$ cat config.mk
export PLATFORM = sky130hd
export DESIGN_NAME = sdrbt_unit
export DESIGN_NICKNAME = d
export VERILOG_FILES = /design/src/rtl/sdrbt_unit.v
export VERILOG_INCLUDE_DIRS = /design/src /design/src/rtl
export SDC_FILE = /design/constraint.sdc
export NUM_CORES = 1
export LEC_CHECK = 0
export ABC_AREA = 1
export BUFFER_PORTS_ARGS = -buffer_cell sky130_fd_sc_hd__buf_4
export CORE_ASPECT_RATIO = 1.4
export CORE_MARGIN = 8
export CORE_UTILIZATION = 38
export CTS_BUF_LIST = sky130_fd_sc_hd__clkbuf_8
export DETAILED_ROUTE_END_ITERATION = 10
export RECOVER_POWER = 50
export SKIP_CTS_REPAIR_TIMING = 1
export SLEW_MARGIN = 20
export SYNTH_ARGS = -nofsm -noshare
export SYNTH_HDL_FRONTEND = slang
export SYNTH_SLANG_ARGS = --single-unit
$ cat constraint.sdc
create_clock -name clk_sys_i -period 10.6 [get_ports clk_sys_i]
set_clock_uncertainty 0.2 [all_clocks]
set_input_delay 0 -clock clk_sys_i [delete_from_list [all_inputs] [get_ports clk_sys_i]]
set_output_delay 0 -clock clk_sys_i [all_outputs]
set_load 0.02 [all_outputs]
$ cat src/rtl/sdrbt_regs.vh
`ifndef SDRBT_REGS_VH
`define SDRBT_REGS_VH
// ****************************************
// Register map (byte addresses)
// ****************************************
`define SDRBT_CTRL_ADDR 12'h000
`define SDRBT_OPND_ADDR 12'h004
`define SDRBT_MEMD_ADDR 12'h008
`define SDRBT_STAT_ADDR 12'h00C
`define SDRBT_RSLT_ADDR 12'h010
`define SDRBT_ACC_ADDR 12'h014
`define SDRBT_FLAG_ADDR 12'h018
`define SDRBT_REGF_ADDR 12'h020
// ****************************************
// Control word fields
// ****************************************
`define SDRBT_CTRL_GO_BIT 0
`define SDRBT_CTRL_OP_LSB 4
`define SDRBT_CTRL_MODE_LSB 8
`define SDRBT_CTRL_REG_LSB 12
`define SDRBT_CTRL_BSEL_LSB 16
// ****************************************
// Operation codes
// ****************************************
`define SDRBT_OP_ASL 3'h0
`define SDRBT_OP_ASR 3'h1
`define SDRBT_OP_LSR 3'h2
`define SDRBT_OP_DRL 3'h3
`define SDRBT_OP_DRR 3'h4
`define SDRBT_OP_BTST 3'h5
// ****************************************
// Operand modes
// ****************************************
`define SDRBT_MODE_REG 2'h0
`define SDRBT_MODE_PTR 2'h1
`define SDRBT_MODE_IDX 2'h2
// ****************************************
// Flag bit positions
// ****************************************
`define SDRBT_F_C 0
`define SDRBT_F_N 1
`define SDRBT_F_PV 2
`define SDRBT_F_H 4
`define SDRBT_F_Z 6
`define SDRBT_F_S 7
// ****************************************
// Timing in clock states and machine cycles, accumulator code, reset flags
// ****************************************
`define SDRBT_T_REG 5'd8
`define SDRBT_T_PTR 5'd15
`define SDRBT_T_IDX 5'd23
`define SDRBT_T_DIG 5'd18
`define SDRBT_M_REG 3'd2
`define SDRBT_M_PTR 3'd4
`define SDRBT_M_IDX 3'd6
`define SDRBT_M_DIG 3'd5
`define SDRBT_ACC_CODE 3'h7
`define SDRBT_RST_FLAGS 8'h00
`endif

$ cat src/rtl/sdrbt_unit.v
`timescale 1ns/1ps
`default_nettype none
`include "sdrbt_regs.vh"
// ****************************************
// Overview
// ****************************************
// One operation runs at a time, started from the control word
// Software preloads registers, memory byte and flags over the bus
// One clock state is one clock of clk_sys_i
// Busy stands for the whole state count of the operation
// Results, flags and write-back commit together on the last state
// Done pulses for one clock once the commit has landed
// Bus writes, a start included, are dropped while busy
// Register code 110 on a shift or bit test in register mode commits nothing and raises the bad code status
// Memory operand modes share the single memory byte holder
module sdrbt_unit
(
    // Clock and reset
    input wire clk_sys_i,
    input wire sys_rst_i,
    // APB slave
    input wire psel_i,
    input wire penable_i,
    input wire pwrite_i,
    input wire [11:0] paddr_i,
    input wire [31:0] pwdata_i,
    output reg [31:0] prdata_o,
    output wire pready_o,
    output wire pslverr_o,
    // Status
    output wire busy_o,
    output reg done_o,
    output wire [7:0] flags_o,
    output wire [7:0] acc_o
);
    // ****************************************
    // State
    // ****************************************
    reg [7:0] regf_q [0:7]; // Register file, index 6 unused
    reg [7:0] flags_q; // Condition flags
    reg [7:0] memd_q; // Addressed memory byte
    reg [7:0] rslt_q; // Last result byte
    reg [2:0] op_q; // Latched operation
    reg [1:0] mode_q; // Latched operand mode
    reg [2:0] rsel_q; // Latched register field
    reg [2:0] bsel_q; // Latched bit select
    reg [4:0] tcnt_q; // Clock states remaining
    reg [2:0] mcyc_q; // Machine cycles of last op
    reg [4:0] tlast_q; // States of last op
    reg busy_q; // Operation running
    reg bad_reg_q; // Last op selected code 110
    // Register file mirrors the general registers by code
    // Slot six is never written, matching the missing code
    // Flags keep sign, zero, half, parity, subtract and carry slots
    // Memory byte stands in for the addressed byte in memory
    // Latched fields hold still for the whole operation
    // State counter runs down to one, then commit
    // ****************************************
    // APB decode
    // ****************************************
    // Bus strikes happen in the access phase; pready is tied high
    // Every transfer is therefore one setup plus one access clock
    // Start needs the go bit and an idle unit, so a start while busy is lost
    // Register file window covers eight word slots from its base
    // Slot six has no register behind it and reads back zero
    // Unmapped places answer with an error in the access phase
    wire wr_en = psel_i & penable_i & pwrite_i; // Write strike
    wire go = wr_en & (paddr_i == `SDRBT_CTRL_ADDR) & pwdata_i[`SDRBT_CTRL_GO_BIT] & ~busy_q;
    wire [11:0] regf_base = `SDRBT_REGF_ADDR; // Base of the register window
    wire regf_hit = (paddr_i[11:5] == regf_base[11:5]); // Register file window
    wire [2:0] regf_idx = paddr_i[4:2];
    wire mapped = regf_hit | (paddr_i == `SDRBT_CTRL_ADDR) | (paddr_i == `SDRBT_OPND_ADDR)
        | (paddr_i == `SDRBT_MEMD_ADDR) | (paddr_i == `SDRBT_STAT_ADDR) | (paddr_i == `SDRBT_RSLT_ADDR)
        | (paddr_i == `SDRBT_ACC_ADDR) | (paddr_i == `SDRBT_FLAG_ADDR);
    assign pready_o = 1'b1; // Zero wait states
    assign pslverr_o = psel_i & penable_i & ~mapped; // Unmapped access
    // Status outputs are straight copies of flip-flops
    // No glue here, so they settle right after the clock
    // Accumulator view follows register file slot seven
    assign busy_o = busy_q;
    assign flags_o = flags_q;
    assign acc_o = regf_q[`SDRBT_ACC_CODE];
    // ****************************************
    // Operand select and datapath
    // ****************************************
    wire [2:0] c_op = pwdata_i[`SDRBT_CTRL_OP_LSB +: 3];
    wire [1:0] c_mode = pwdata_i[`SDRBT_CTRL_MODE_LSB +: 2];
    wire [2:0] c_reg = pwdata_i[`SDRBT_CTRL_REG_LSB +: 3];
    wire reg_ok = (rsel_q != 3'h6); // Code 110 selects nothing
    wire [7:0] src = (mode_q == `SDRBT_MODE_REG) ? regf_q[rsel_q] : memd_q;
    wire [7:0] acc = regf_q[`SDRBT_ACC_CODE];
    reg [7:0] res; // Shift or accumulator result
    reg [7:0] mres; // Memory write-back for rotates
    reg cout; // Carry out
    reg [7:0] fnew; // Next flags
    // Datapath is purely combinational from the latched operation
    // Operand comes from the register file in register mode
    // Any memory mode takes the memory byte holder instead
    // Shifts produce result and carry out of the operand
    // Digit rotates produce a new accumulator and a write-back byte
    // Bit test produces flags and passes its operand through as the result
    // Carry defaults to the held carry, so rotates keep it
    // Flags are worked out every clock but land only at commit
    // Half-carry and subtract are cleared for every shift and rotate
    // Sign and parity follow the result, so a cleared bit 7 clears sign
    // Combinational result and flags
    always @*
    begin
        res = src;
        mres = memd_q;
        cout = flags_q[`SDRBT_F_C];
        case (op_q)
            `SDRBT_OP_ASL:
            begin
                res = {src[6:0], 1'b0};
                cout = src[7];
            end
            `SDRBT_OP_ASR:
            begin
                res = {src[7], src[7:1]};
                cout = src[0];
            end
            `SDRBT_OP_LSR:
            begin
                res = {1'b0, src[7:1]};
                cout = src[0];
            end
            `SDRBT_OP_DRL:
            begin
                mres = {memd_q[3:0], acc[3:0]};
                res = {acc[7:4], memd_q[7:4]};
            end
            `SDRBT_OP_DRR:
            begin
                mres = {acc[3:0], memd_q[7:4]};
                res = {acc[7:4], memd_q[3:0]};
            end
            default:
            begin
                res = src;
            end
        endcase
        fnew = flags_q;
        if (op_q == `SDRBT_OP_BTST)
        begin
            fnew[`SDRBT_F_Z] = ~src[bsel_q];
            fnew[`SDRBT_F_H] = 1'b1;
            fnew[`SDRBT_F_N] = 1'b0;
        end
        else
        begin
            fnew[`SDRBT_F_S] = res[7];
            fnew[`SDRBT_F_Z] = (res == 8'h00);
            fnew[`SDRBT_F_PV] = ~^res;
            fnew[`SDRBT_F_H] = 1'b0;
            fnew[`SDRBT_F_N] = 1'b0;
            fnew[`SDRBT_F_C] = cout;
        end
    end
    // ****************************************
    // Sequencer and state update
    // ****************************************
    // Start edge loads the state counter with the full state count
    // Counter steps down once per clock while busy
    // Commit happens at the edge where the counter reads one
    // So busy stands for exactly the state count of the operation
    // Done rises at that same commit edge and lasts one clock
    // Machine cycle and state counts of the last op stay readable
    // Digit rotates ignore the mode field and always use the memory byte
    // Bit test always runs the short register timing
    // Memory shifts write back to the memory byte holder
    // Register shifts write back to the selected register
    // Code 110 in register mode aborts the commit cleanly
    // Software loads only while idle, so no load meets a commit
    // Reset clears every register and the flags
    // Reset branch assigns only constants
    // Start, count states, commit at the last state
    integer k;
    always @(posedge clk_sys_i or posedge sys_rst_i)
    begin
        if (sys_rst_i)
        begin
            for (k = 0; k < 8; k = k + 1)
                regf_q[k] <= 8'h00;
            flags_q <= `SDRBT_RST_FLAGS;
            memd_q <= 8'h00;
            rslt_q <= 8'h00;
            op_q <= 3'h0;
            mode_q <= 2'h0;
            rsel_q <= 3'h0;
            bsel_q <= 3'h0;
            tcnt_q <= 5'd0;
            mcyc_q <= 3'd0;
            tlast_q <= 5'd0;
            busy_q <= 1'b0;
            bad_reg_q <= 1'b0;
            done_o <= 1'b0;
        end
        else
        begin
            done_o <= 1'b0;
            if (go)
            begin
                // Latch operation and pick its duration
                op_q <= c_op;
                mode_q <= c_mode;
                rsel_q <= c_reg;
                bsel_q <= pwdata_i[`SDRBT_CTRL_BSEL_LSB +: 3];
                busy_q <= 1'b1;
                if ((c_op == `SDRBT_OP_DRL) || (c_op == `SDRBT_OP_DRR))
                begin
                    tcnt_q <= `SDRBT_T_DIG;
                    tlast_q <= `SDRBT_T_DIG;
                    mcyc_q <= `SDRBT_M_DIG;
                end
                else if ((c_mode == `SDRBT_MODE_PTR) && (c_op != `SDRBT_OP_BTST))
                begin
                    tcnt_q <= `SDRBT_T_PTR;
                    tlast_q <= `SDRBT_T_PTR;
                    mcyc_q <= `SDRBT_M_PTR;
                end
                else if ((c_mode == `SDRBT_MODE_IDX) && (c_op != `SDRBT_OP_BTST))
                begin
                    tcnt_q <= `SDRBT_T_IDX;
                    tlast_q <= `SDRBT_T_IDX;
                    mcyc_q <= `SDRBT_M_IDX;
                end
                else
                begin
                    tcnt_q <= `SDRBT_T_REG;
                    tlast_q <= `SDRBT_T_REG;
                    mcyc_q <= `SDRBT_M_REG;
                end
            end
            else if (busy_q)
            begin
                if (tcnt_q == 5'd1)
                begin
                    // Last clock state: commit results
                    busy_q <= 1'b0;
                    done_o <= 1'b1;
                    tcnt_q <= 5'd0;
                    bad_reg_q <= 1'b0;
                    if ((op_q == `SDRBT_OP_DRL) || (op_q == `SDRBT_OP_DRR))
                    begin
                        regf_q[`SDRBT_ACC_CODE] <= res;
                        memd_q <= mres;
                        rslt_q <= res;
                        flags_q <= fnew;
                    end
                    else if ((mode_q == `SDRBT_MODE_REG) && !reg_ok)
                    begin
                        bad_reg_q <= 1'b1;
                    end
                    else
                    begin
                        flags_q <= fnew;
                        rslt_q <= res;
                        if (op_q != `SDRBT_OP_BTST)
                        begin
                            if (mode_q == `SDRBT_MODE_REG)
                                regf_q[rsel_q] <= res; // test never writes
                            else
                                memd_q <= res;
                        end
                    end
                end
                else
                begin
                    tcnt_q <= tcnt_q - 5'd1;
                end
            end
            else if (wr_en)
            begin
                // Software loads operands while idle
                if (regf_hit && (regf_idx != 3'h6))
                    regf_q[regf_idx] <= pwdata_i[7:0];
                if (paddr_i == `SDRBT_MEMD_ADDR)
                    memd_q <= pwdata_i[7:0];
                if (paddr_i == `SDRBT_FLAG_ADDR)
                    flags_q <= pwdata_i[7:0];
            end
        end
    end
    // ****************************************
    // Read data
    // ****************************************
    // Read data is captured in the setup clock of a read
    // It then stands unchanged through the access clock
    // This keeps prdata a flip-flop output with no wait state
    // Holds its value until the next read setup
    // Writes never disturb it
    // Unmapped places and the unused operand slot read zero
    // Byte wide values sit in the low byte, upper bits read zero
    // Status packs busy, bad code, machine cycles and states
    // Control readback shows the latched operation fields
    // Registered read data, captured in the read setup clock
    always @(posedge clk_sys_i or posedge sys_rst_i)
    begin
        if (sys_rst_i)
            prdata_o <= 32'h00000000;
        else if (psel_i & ~penable_i & ~pwrite_i)
        begin
            prdata_o <= 32'h00000000;
            if (regf_hit)
                prdata_o <= {24'h000000, (regf_idx == 3'h6) ? 8'h00 : regf_q[regf_idx]};
            else if (paddr_i == `SDRBT_MEMD_ADDR)
                prdata_o <= {24'h000000, memd_q};
            else if (paddr_i == `SDRBT_STAT_ADDR)
                prdata_o <= {16'h0000, 3'h0, tlast_q, 1'b0, mcyc_q, 2'h0, bad_reg_q, busy_q};
            else if (paddr_i == `SDRBT_RSLT_ADDR)
                prdata_o <= {24'h000000, rslt_q};
            else if (paddr_i == `SDRBT_ACC_ADDR)
                prdata_o <= {24'h000000, acc};
            else if (paddr_i == `SDRBT_FLAG_ADDR)
                prdata_o <= {24'h000000, flags_q};
            else if (paddr_i == `SDRBT_CTRL_ADDR)
                prdata_o <= {13'h0000, bsel_q, 1'b0, rsel_q, 2'h0, mode_q, 1'b0, op_q, 3'h0, busy_q};
        end
    end
endmodule // sdrbt_unit
`default_nettype wire

# Yosys cells after proc, flatten, opt, wreduce, memory -nomap -nowiden
# Cells that the tools add are included.
# word_totals
register_bits,147
input_bits,49
out_inout_bits,52
word_cells,185
# classes
add_sub_neg,1
order_cmp,5
n_eq_ne,33
muxes,73
bitwise,23
n_reduce_logical,27
# ops
op,count
64-bit 2-to-1 mux,7
8-bit 2-to-1 mux,25
19-bit 2-to-1 mux,7
64-bit bitwise mux,2
56-bit 2-to-1 mux,1
8-bit binary-select mux with 3-bit select,2
8-bit demux with 3-bit select,2
8-bit one-hot mux with 5 select lines,1
"12-bit by 5-bit == test with 1-bit output, second input constant",3
5-bit 2-to-1 mux,6
"12-bit by 4-bit == test with 1-bit output, second input constant",2
8-bit one-hot mux with 2 select lines,1
8-bit AND reduction,2
"3-bit != test, second input constant",5
1-bit 2-to-1 mux,14
"12-bit by 3-bit == test with 1-bit output, second input constant",1
"3-bit == test, second input constant",4
12-bit logical NOT,1
2-bit nonzero test,5
"3-bit by 2-bit == test with 1-bit output, second input constant",3
3-bit 2-to-1 mux,3
1-bit bitwise AND,8
"4-bit >= comparator, second input constant",2
8-bit logical NOT,1
other kinds (29),54

# Longest topological paths before layout
# Gate-level depths: netlist of run 1.
# logic_depth
depth_word,13
mapped_depth,19
mapped_depth_nobuf,16

# Least setup slack after synthesis of run 1
# No wires, ideal clock.
# synth_path
kind,flip-flop to flip-flop
startpoint,register rsel_q[0]
endpoint,register flags_q[2] (netlist: flags_o[2])
setup_ns,0.117
t_arrival_ns,2.477
required_time_ns,10.283
path_slack_ns,7.806
stages_incl_launch_ff,20
path_buffers,3
period_less_slack_ns,2.794
cell_sequence,dfrtp_1 > buf_2 > inv_2 > buf_2 > nand2_1 > nand3_1 > nand2_1 > nor2_1 > a21boi_0 > nand2_1 > nand2_1 > or2_2 > buf_2 > inv_1 > ha_1 > xor2_1 > xnor2_1 > o21ai_0 > nand2_1 > nand2_1
# synth_via
elab_chain_cells,12
elab_cells_between_ends,17
classes_between,eq/ne: 2; mux: 10; bitwise: 1; reduce/logical: 4
# synth_rtl
element,line,source
start: declaration,sdrbt_unit.v:45,reg [2:0] rsel_q;
start signal: assignment,sdrbt_unit.v:207,rsel_q <= c_reg;
3-bit inverter with 4-bit output (implied by the code),sdrbt_unit.v:90,wire [7:0] src = (mode_q == `SDRBT_MODE_REG) ? regf_q[rsel_q] : memd_q;
8-bit binary-select mux with 3-bit select,sdrbt_unit.v:90,
8-bit 2-to-1 mux (implied by the code) (2 in series),sdrbt_unit.v:90,
8-bit 2-to-1 mux,sdrbt_unit.v:90,
8-bit one-hot mux with 5 select lines,sdrbt_unit.v:112,case (op_q)
8-bit XNOR reduction,sdrbt_unit.v:154,fnew[`SDRBT_F_PV] = ~^res;
1-bit 2-to-1 mux,sdrbt_unit.v:144,if (op_q == `SDRBT_OP_BTST)
8-bit 2-to-1 mux,sdrbt_unit.v:251,else if ((mode_q == `SDRBT_MODE_REG) && !reg_ok)
8-bit 2-to-1 mux,sdrbt_unit.v:244,if ((op_q == `SDRBT_OP_DRL) || (op_q == `SDRBT_OP_DRR))
8-bit 2-to-1 mux,sdrbt_unit.v:237,if (tcnt_q == 5'd1)
8-bit 2-to-1 mux,sdrbt_unit.v:235,else if (busy_q)
end signal: assignment,sdrbt_unit.v:249,flags_q <= fnew;
end signal: assignment,sdrbt_unit.v:257,flags_q <= fnew;
end signal: assignment,sdrbt_unit.v:281,flags_q <= pwdata_i[7:0];
end: declaration,sdrbt_unit.v:40,reg [7:0] flags_q;
# Parallel ways exist; a longest one is shown, timed or not. The select of a mux whose other input is x is not followed.
# A chain may end at the register's enable or synchronous reset.

==> results of run 1 <==
## metrics by stage
step	area [sq um]	instances	setup WS, ps	utilization (%)	hold slack [ps]
floorplan	8420	1219	6900	-	-79.0
global placement	9000	1526	6630	41.3	-54.7
detailed placement	9000	1526	6680	41.3	-50.0
CTS	9350	1557	6670	42.9	-564
global route	9370	1574	3990	43.0	26.6
finish	9370	1574	5040	43.0	-11.1
## cell usage in the layout, fill, tap and decap left out, types with 2 or more instances in the layout
cell / n
a21boi_0: 9
clkbuf_8: 22
nor2_2: 6
o22ai_1: 27
o31ai_1: 2
inv_2: 6
a221oi_1: 4
nor3_1: 7
nor4_1: 3
ha_1: 6
o211ai_1: 16
o21a_1: 3
xor2_1: 3
dlygate4sd3_1: 17
nand4_1: 9
clkinv_2: 5
o21ai_0: 68
nand2_1: 306
a21boi_1: 8
dfrtp_1: 131
clkinv_1: 6
or2_2: 10
a31oi_1: 16
clkbuf_1: 37
xnor2_1: 3
buf_4: 38
nand3_1: 62
nor2_1: 169
inv_1: 156
a21oi_1: 31
o221ai_1: 5
a22oi_1: 61
conb_1: 15
## area by class of cell
cell class | count | area (sq um)
clock buffer | 22 | 303
clock inverter | 9 | 40.0
fill | 2347 | 12400
inverter | 165 | 621
multi-input combinational | 857 | 4160
sequential | 131 | 3280
tap | 297 | 372
timing repair buffer | 93 | 602
## routing by layer
| layer | wire length, microns | up-vias | track usage, % | share of wire (%) |
|---|---|---|---|---|
| li1 | - | 4029 | - | - |
| met3 | 2490 | 127 | 5.90 | 7.5 |
| met2 | 16100 | 425 | 41.5 | 48 |
| met1 | 12300 | 4114 | 26.9 | 37 |
| met4 | 2350 | 0 | 18.9 | 7.1 |
| met5 | 0 | - | 0 | 0 |
## final timing paths
| check | start | end | slack, ps | cells past startpoint |
|---|---|---|---|---|
| min | paddr_i[0] | prdata_o[5] | -10 | 8 |
| min in group asynchronous | sys_rst_i | flags_o[1] | 790 | 3 |
| max | sys_rst_i | rsel_q[2] | 5040 | 4 |
| max reg2reg | rsel_q[0] | flags_o[2] | 6380 | 15 |
| min reg2reg | regf_q[8] | regf_q[8] | 180 | 0 |
| max in group clk_sys_i | rsel_q[0] | flags_o[2] | 6380 | 15 |
## where the power goes
part	internal (mW)	total, mW	switching [mW]
clock	0.186	0.388	0.202
sequential	0.503	0.505	0.00241
combinational	0.0257	0.0876	0.0619
total	0.715	0.981	0.266
## worst max-delay path: cells and delay by family
family / cells / cell delay, ps
buf+inv: 4 / 5030
## sequential cells by signal, indices dropped and copies added (netlist names), 4 cells and up
register and cells:
memd_q 8, prdata_o 18, acc_o 8, tcnt_q 5
tlast_q 4, flags_o 8, rslt_q 8, regf_q 56
## cell families after synthesis
kind of cell	synth area share, %
simple gates	28.1
buf+inv	11.7
other cells	0.0897
flops	39.2
xor+xnor	0.628
compound gates	19.4
fa+ha+maj	0.897
==> flow_summary.html, run 1 <==
<table>
<tr><th>Metric</th><th>Value</th></tr>
<tr><th colspan="2">Clock network</th></tr>
<tr><td>Deepest level of the CTS H-tree</td><td>4</td></tr>
<tr><td>Number of sinks on the clock net</td><td>131</td></tr>
<tr><td>Clock tree from TritonCTS</td><td>built</td></tr>
<tr><td>Root buffer cell</td><td>clkbuf_8</td></tr>
<tr><td>Deepest clock path buffer count</td><td>2</td></tr>
<tr><td>Clock insertion delay at the later pin of the skew report</td><td>480 ps</td></tr>
<tr><td>Clock buffer count from CTS</td><td>17</td></tr>
<tr><td>Clock transition at the register clock pins on the worst setup and hold paths after CTS</td><td>70 ps</td></tr>
<tr><th colspan="2">Placement</th></tr>
<tr><td>Post-detail-place hpwl</td><td>between 20,000 and 25,000 microns</td></tr>
<tr><td>Count of buffers inserted at the top-level ports</td><td>69</td></tr>
<tr><td>Final estimated routing congestion in global placement</td><td>~0.95</td></tr>
<tr><th colspan="2">Synth</th></tr>
<tr><td>Cell types with the largest area share after synthesis</td><td>dfrtp_1 39%, nand2_1 14%, nor2_1 7.6%</td></tr>
<tr><td>Post-synth top flop</td><td>dfrtp_1</td></tr>
<tr><td>Flop and latch count out of synthesis</td><td>131</td></tr>
<tr><td>Post-synthesis cell type with the largest combined area</td><td>dfrtp_1</td></tr>
<tr><td>Count of different cell masters after synthesis</td><td>39</td></tr>
<tr><td>Area fraction of the dominant cell type after synthesis</td><td>39.2%</td></tr>
<tr><td>Gate Count Post-Synth</td><td>1,206</td></tr>
<tr><td>Mapped Avg Cell Area</td><td>6.94 sq um</td></tr>
<tr><td>Portion of the post-synthesis area used by sequential elements</td><td>39.2%</td></tr>
<tr><td>Cell with the most instances after synthesis</td><td>nand2_1</td></tr>
<tr><td>Count of synthesis-stage warnings from yosys</td><td>0</td></tr>
<tr><td>Share of flip-flops with an asynchronous set or reset after synthesis</td><td>100%</td></tr>
<tr><td>Synth Cell Area</td><td>8370 sq um</td></tr>
<tr><td>Commonest cells in the synthesized netlist</td><td>306 x nand2_1, 169 x nor2_1, 153 x inv_1, 131 x dfrtp_1, 68 x o21ai_0</td></tr>
<tr><td>Number of enable-type register cells in the synthesized netlist</td><td>0</td></tr>
<tr><th colspan="2">STA</th></tr>
<tr><td>Peak clock frequency supported by timing</td><td>roughly 0.18 GHz</td></tr>
<tr><td>Worst hold slack after final layout</td><td>-11.1 ps</td></tr>
<tr><td>Final critical-path share of the clock period</td><td>52.5%</td></tr>
<tr><td>Setup TNS</td><td>0 ps</td></tr>
<tr><td>Setup repair after global routing missed its margin</td><td>false</td></tr>
<tr><td>Normalized max-slew margin</td><td>-138%</td></tr>
<tr><td>Transition time at the pin with the least slew margin</td><td>3570 ps</td></tr>
<tr><td>Max-slew violation count</td><td>about 130</td></tr>
<tr><td>Count of endpoints failing setup in the final report</td><td>0</td></tr>
<tr><td>Fin crit period</td><td>5560 ps</td></tr>
<tr><td>Final-report hold violation count</td><td>1</td></tr>
<tr><th colspan="2">Global routing</th></tr>
<tr><td>Pin count of the biggest net entering global routing</td><td>70</td></tr>
<tr><td>First-pass GRT wire length</td><td>49,900 microns</td></tr>
<tr><td>Antenna violations before repair</td><td>0</td></tr>
<tr><td>GR Util All Layers</td><td>24.8%</td></tr>
<tr><td>Overflow after GRT</td><td>0</td></tr>
<tr><td>Number of global-route vias before repair</td><td>8,477</td></tr>
<tr><th colspan="2">Routing</th></tr>
<tr><td>Number of remaining DRC errors</td><td>0</td></tr>
<tr><td>Total via count in the routed design</td><td>8,695</td></tr>
<tr><td>Detail Route Antenna Nets</td><td>0</td></tr>
<tr><td>Via/cell ratio</td><td>5.52</td></tr>
<tr><td>Drt first-iter violations</td><td>914</td></tr>
<tr><td>Sum of routed wire length over all layers</td><td>33,300 microns</td></tr>
<tr><td>Routed wirelength normalized by instance count</td><td>21.1 microns</td></tr>
<tr><td>Detailed-routing iteration count for the pre-antenna-repair pass</td><td>9</td></tr>
<tr><th colspan="2">Die</th></tr>
<tr><td>Core Area</td><td>21,800 sq um</td></tr>
<tr><td>Y dimension of the die</td><td>192 microns</td></tr>
<tr><td>Number of placement rows</td><td>64</td></tr>
<tr><td>Die outline area</td><td>27,100 sq um</td></tr>
<tr><td>Die width</td><td>141 microns</td></tr>
<tr><td>Total I/O pin count</td><td>101</td></tr>
<tr><td>Initial standard-cell utilization of the core</td><td>38.4%</td></tr>
<tr><th colspan="2">Critical path</th></tr>
<tr><td>Crit path kind</td><td>in -&gt; async</td></tr>
<tr><td>Launching element type of the critical path</td><td>primary input</td></tr>
<tr><td>Arrival time of the worst setup path</td><td>5120 ps</td></tr>
<tr><td>Category of the worst setup path capture point</td><td>asynchronous set/reset pin</td></tr>
<tr><td>Cell type of the slowest stage on the worst timing path</td><td>clkbuf_1</td></tr>
<tr><td>Max Fanout on Critical Path</td><td>69</td></tr>
<tr><td>Critical path required time</td><td>10,160 ps</td></tr>
<tr><td>CP Cell Sequence</td><td>dlygate4sd3_1, clkbuf_4, clkinvlp_2, clkbuf_1</td></tr>
<tr><td>Maximum cell stage delay along the critical path</td><td>2620 ps</td></tr>
<tr><th colspan="2">Status</th></tr>
<tr><td>Violations in the final reports</td><td>negative hold slack, max-capacitance violations, max-slew violations</td></tr>
<tr><td>Outcome</td><td>complete, but fails checks</td></tr>
<tr><th colspan="2">Power and ir drop</th></tr>
<tr><td>Leakage power summed over all cells</td><td>4.47 nW</td></tr>
<tr><td>Areal power density over the cells</td><td>about 100 nW/um^2</td></tr>
<tr><td>Pwr Total</td><td>981 uW</td></tr>
<tr><td>Max IR drop VDD</td><td>82.1 uV</td></tr>
<tr><th colspan="2">Cells and area</th></tr>
<tr><td>Post-layout net count</td><td>roughly 1,300</td></tr>
<tr><td>Antenna diodes</td><td>0</td></tr>
<tr><td>Post-synthesis to final-layout area growth</td><td>12.0%</td></tr>
<tr><td>Fraction of final layout cells sized beyond drive strength 1</td><td>7.20%</td></tr>
<tr><th colspan="2">Flow run</th></tr>
<tr><td>Max cap viols</td><td>2</td></tr>
<tr><th colspan="2">Hold path</th></tr>
<tr><td>Kind of path behind the tightest hold check</td><td>in -&gt; reg</td></tr>
</table>
No activity file was read; power rests on OpenSTA's default activity.
==> run 2, diff against run 1 <==
Clock period 10.6 ns to 4.7 ns, I/O delays scaled along.
==> run 2 against run 1 <==
Against the previous run: routed wire length fell by 0.74%; largest cell class unchanged; the flow still finishes with violations (negative hold slack, max-capacitance violations, max-slew violations); combinational power increased by 130%; flip-flop and latch count is the same; via count up 0.81%; utilization is 0.64 points higher.
==> flow_summary.html, run 2 (same netlist as run 1, synthesis figures left out) <==
<table>
<tr><th>Metric</th><th>Value</th></tr>
<tr><th colspan="2">Critical path</th></tr>
<tr><td>Max Fanout on Critical Path</td><td>25 (-64%)</td></tr>
<tr><td>Critical path required time</td><td>4850 ps (-5310 ps)</td></tr>
<tr><td>Launching element type of the critical path</td><td>register</td></tr>
<tr><td>Category of the worst setup path capture point</td><td>register</td></tr>
<tr><td>Arrival time of the worst setup path</td><td>3630 ps (-1490 ps)</td></tr>
<tr><td>Crit path kind</td><td>reg -&gt; reg</td></tr>
<tr><th colspan="2">Die</th></tr>
<tr><td>Die outline area</td><td>27,100 sq um (unchanged)</td></tr>
<tr><td>Initial standard-cell utilization of the core</td><td>38.4% (unchanged)</td></tr>
<tr><td>Total I/O pin count</td><td>101 (unchanged)</td></tr>
<tr><td>Y dimension of the die</td><td>192 microns (unchanged)</td></tr>
<tr><td>Number of placement rows</td><td>64 (unchanged)</td></tr>
<tr><td>Die width</td><td>141 microns (unchanged)</td></tr>
<tr><td>Core Area</td><td>21,800 sq um (unchanged)</td></tr>
<tr><th colspan="2">Cells and area</th></tr>
<tr><td>Number of fillers in the final layout</td><td>2,339 (-0.34%)</td></tr>
<tr><td>Largest register by flop count</td><td>regf_q</td></tr>
<tr><td>Post-synthesis to final-layout area growth</td><td>13.6%</td></tr>
<tr><td>Post-layout net count</td><td>1,331 (+0.83%)</td></tr>
<tr><td>Antenna diodes</td><td>0 (unchanged)</td></tr>
<tr><td>Flip-flop count of the largest register, all copies and words added</td><td>56 (unchanged)</td></tr>
<tr><td>Most frequent cells in the layout</td><td>306 x nand2_1, 169 x nor2_1, 154 x inv_1, 131 x dfrtp_1, 68 x o21ai_0</td></tr>
<tr><td>Largest registers in the final layout</td><td>regf_q x56, prdata_o x18</td></tr>
<tr><td>Leading cell type in the layout, fill and taps excluded</td><td>nand2_1</td></tr>
<tr><td>Fraction of final layout cells sized beyond drive strength 1</td><td>7.46% (+0.25 points)</td></tr>
<tr><th colspan="2">Status</th></tr>
<tr><td>Outcome</td><td>complete, but fails checks</td></tr>
<tr><td>Violations in the final reports</td><td>negative hold slack, max-capacitance violations, max-slew violations</td></tr>
<tr><th colspan="2">STA</th></tr>
<tr><td>Transition time at the pin with the least slew margin</td><td>2210 ps (-1370 ps)</td></tr>
<tr><td>Max-slew violation count</td><td>39 (-71%)</td></tr>
<tr><td>Count of endpoints failing setup in the final report</td><td>0 (unchanged)</td></tr>
<tr><td>Setup repair after global routing missed its margin</td><td>false</td></tr>
<tr><td>Final-report hold violation count</td><td>4 (+3)</td></tr>
<tr><td>Final critical-path share of the clock period</td><td>about 74%</td></tr>
<tr><td>Setup TNS</td><td>0 ps (unchanged)</td></tr>
<tr><td>Fin crit period</td><td>3480 ps</td></tr>
<tr><td>Worst hold slack after final layout</td><td>-49.6 ps (-38.5 ps)</td></tr>
<tr><td>Normalized max-slew margin</td><td>-47.0% (+91 points)</td></tr>
<tr><td>Peak clock frequency supported by timing</td><td>0.287 GHz</td></tr>
<tr><th colspan="2">Routing</th></tr>
<tr><td>Detailed-routing iteration count for the pre-antenna-repair pass</td><td>6 (-3)</td></tr>
<tr><td>Drt first-iter violations</td><td>777 (-15%)</td></tr>
<tr><td>Number of remaining DRC errors</td><td>0 (unchanged)</td></tr>
<tr><td>Via/cell ratio</td><td>5.53 (+0.17%)</td></tr>
<tr><td>Detail Route Antenna Nets</td><td>0 (unchanged)</td></tr>
<tr><td>Total via count in the routed design</td><td>8,765 (+0.81%)</td></tr>
<tr><td>Routed wirelength normalized by instance count</td><td>20.8 microns (-1.4%)</td></tr>
<tr><td>Sum of routed wire length over all layers</td><td>33,000 microns (-0.74%)</td></tr>
<tr><th colspan="2">Global routing</th></tr>
<tr><td>Antenna violations before repair</td><td>0 (unchanged)</td></tr>
<tr><td>GR Util All Layers</td><td>24.5% (-0.31 points)</td></tr>
<tr><td>Pin count of the biggest net entering global routing</td><td>95 (+36%)</td></tr>
<tr><td>Overflow after GRT</td><td>0 (unchanged)</td></tr>
<tr><td>First-pass GRT wire length</td><td>49,600 microns (-0.77%)</td></tr>
<tr><td>Number of global-route vias before repair</td><td>8,410 (-0.79%)</td></tr>
<tr><th colspan="2">Placement</th></tr>
<tr><td>Final estimated routing congestion in global placement</td><td>0.965 (+1.9%)</td></tr>
<tr><td>Post-detail-place hpwl</td><td>24,500 microns (-0.33%)</td></tr>
<tr><td>Count of buffers inserted at the top-level ports</td><td>69 (unchanged)</td></tr>
<tr><th colspan="2">Clock network</th></tr>
<tr><td>Clock insertion delay at the later pin of the skew report</td><td>480 ps (about the same)</td></tr>
<tr><td>Number of sinks on the clock net</td><td>131 (unchanged)</td></tr>
<tr><td>Clock transition at the register clock pins on the worst setup and hold paths after CTS</td><td>80 ps (about the same)</td></tr>
<tr><td>Deepest level of the CTS H-tree</td><td>4 (unchanged)</td></tr>
<tr><td>Deepest clock path buffer count</td><td>2 (unchanged)</td></tr>
<tr><td>Clock buffer count from CTS</td><td>17 (unchanged)</td></tr>
<tr><td>Root buffer cell</td><td>clkbuf_8</td></tr>
<tr><td>Clock tree from TritonCTS</td><td>built</td></tr>
<tr><th colspan="2">Power and ir drop</th></tr>
<tr><td>Max IR drop VDD</td><td>170 uV (+110%)</td></tr>
<tr><td>Areal power density over the cells</td><td>243 nW/um^2 (+130%)</td></tr>
<tr><td>Pwr Total</td><td>2.31 mW (+140%)</td></tr>
<tr><td>Leakage power summed over all cells</td><td>4.51 nW (+0.99%)</td></tr>
<tr><th colspan="2">Flow run</th></tr>
<tr><td>Max cap viols</td><td>1 (-1)</td></tr>
<tr><th colspan="2">Hold path</th></tr>
<tr><td>Kind of path behind the tightest hold check</td><td>in -&gt; reg</td></tr>
</table>
-- run 2: cell type report --
| type | instances | area (sq um) | share of cell area, % |
|---|---|---|---|
| inverters | 165 | 624 | 6.56 |
| clock inverters | 6 | 52.6 | 0.552 |
| repair buffers | 104 | 698 | 7.34 |
| multi-input cells | 857 | 4160 | 43.7 |
| clock buffers | 24 | 330 | 3.47 |
| well taps | 297 | 372 | 3.91 |
| flip-flops and latches | 131 | 3280 | 34.5 |
-- run 2: per-layer routing --
layer  wire length [microns]  track usage, %  share of wire (%)  up-vias
met5                       0               0                  0        -
met3                    2230            5.30                6.8      119
met1                   12600            26.7                 38     4178
li1                        -               -                  -     4049
met2                   16100            42.0                 49      419
met4                    2090            16.8                6.3        0
-- run 2: report_power, final --
part	internal, mW	switching [mW]	leakage [nW]
Combinational	0.0588	0.142	2.87
Clock	0.505	0.468	0.209
Sequential	1.13	0.00511	1.43
Total	1.70	0.615	4.51
-- run 2: final timing paths --
| kind | from | end | slack (ps) | cells after the start |
|---|---|---|---|---|
| worst min-delay path | pwrite_i | tlast_q[2] | -50 | 6 |
| worst max-delay path | busy_o | op_q[2] | 1220 | 6 |
| min in group asynchronous | sys_rst_i | flags_o[7] | 40 | 3 |
| max in group asynchronous | sys_rst_i | tlast_q[4] | 1680 | 4 |
| worst max register to register | busy_o | op_q[2] | 1220 | 6 |
| worst min register to register | regf_q[9] | regf_q[9] | 180 | 0 |
-- run 2: through the flow --
stage	std cells	setup slack, ps	util, %	hold WS, ps	area (sq um)
2_1_floorplan	1219	1000	-	-79.0	8420
5_1_grt	1584	1040	43.7	4.17	9510
3_3_place_gp	1530	1290	41.5	22.7	9030
3_5_place_dp	1530	1300	41.5	24.7	9030
6_report	1584	1220	43.7	-49.6	9510
4_1_cts	1560	1280	43.2	-471	9420
-- run 2: worst max-delay path: stages, from the launching register on --
cell and delay [ps]:
dfrtp_1 350, clkbuf_1 1040, nor2_1 410, nand2_1 140
dlygate4sd3_1 550, o21ai_0 70, dlygate4sd3_1 590
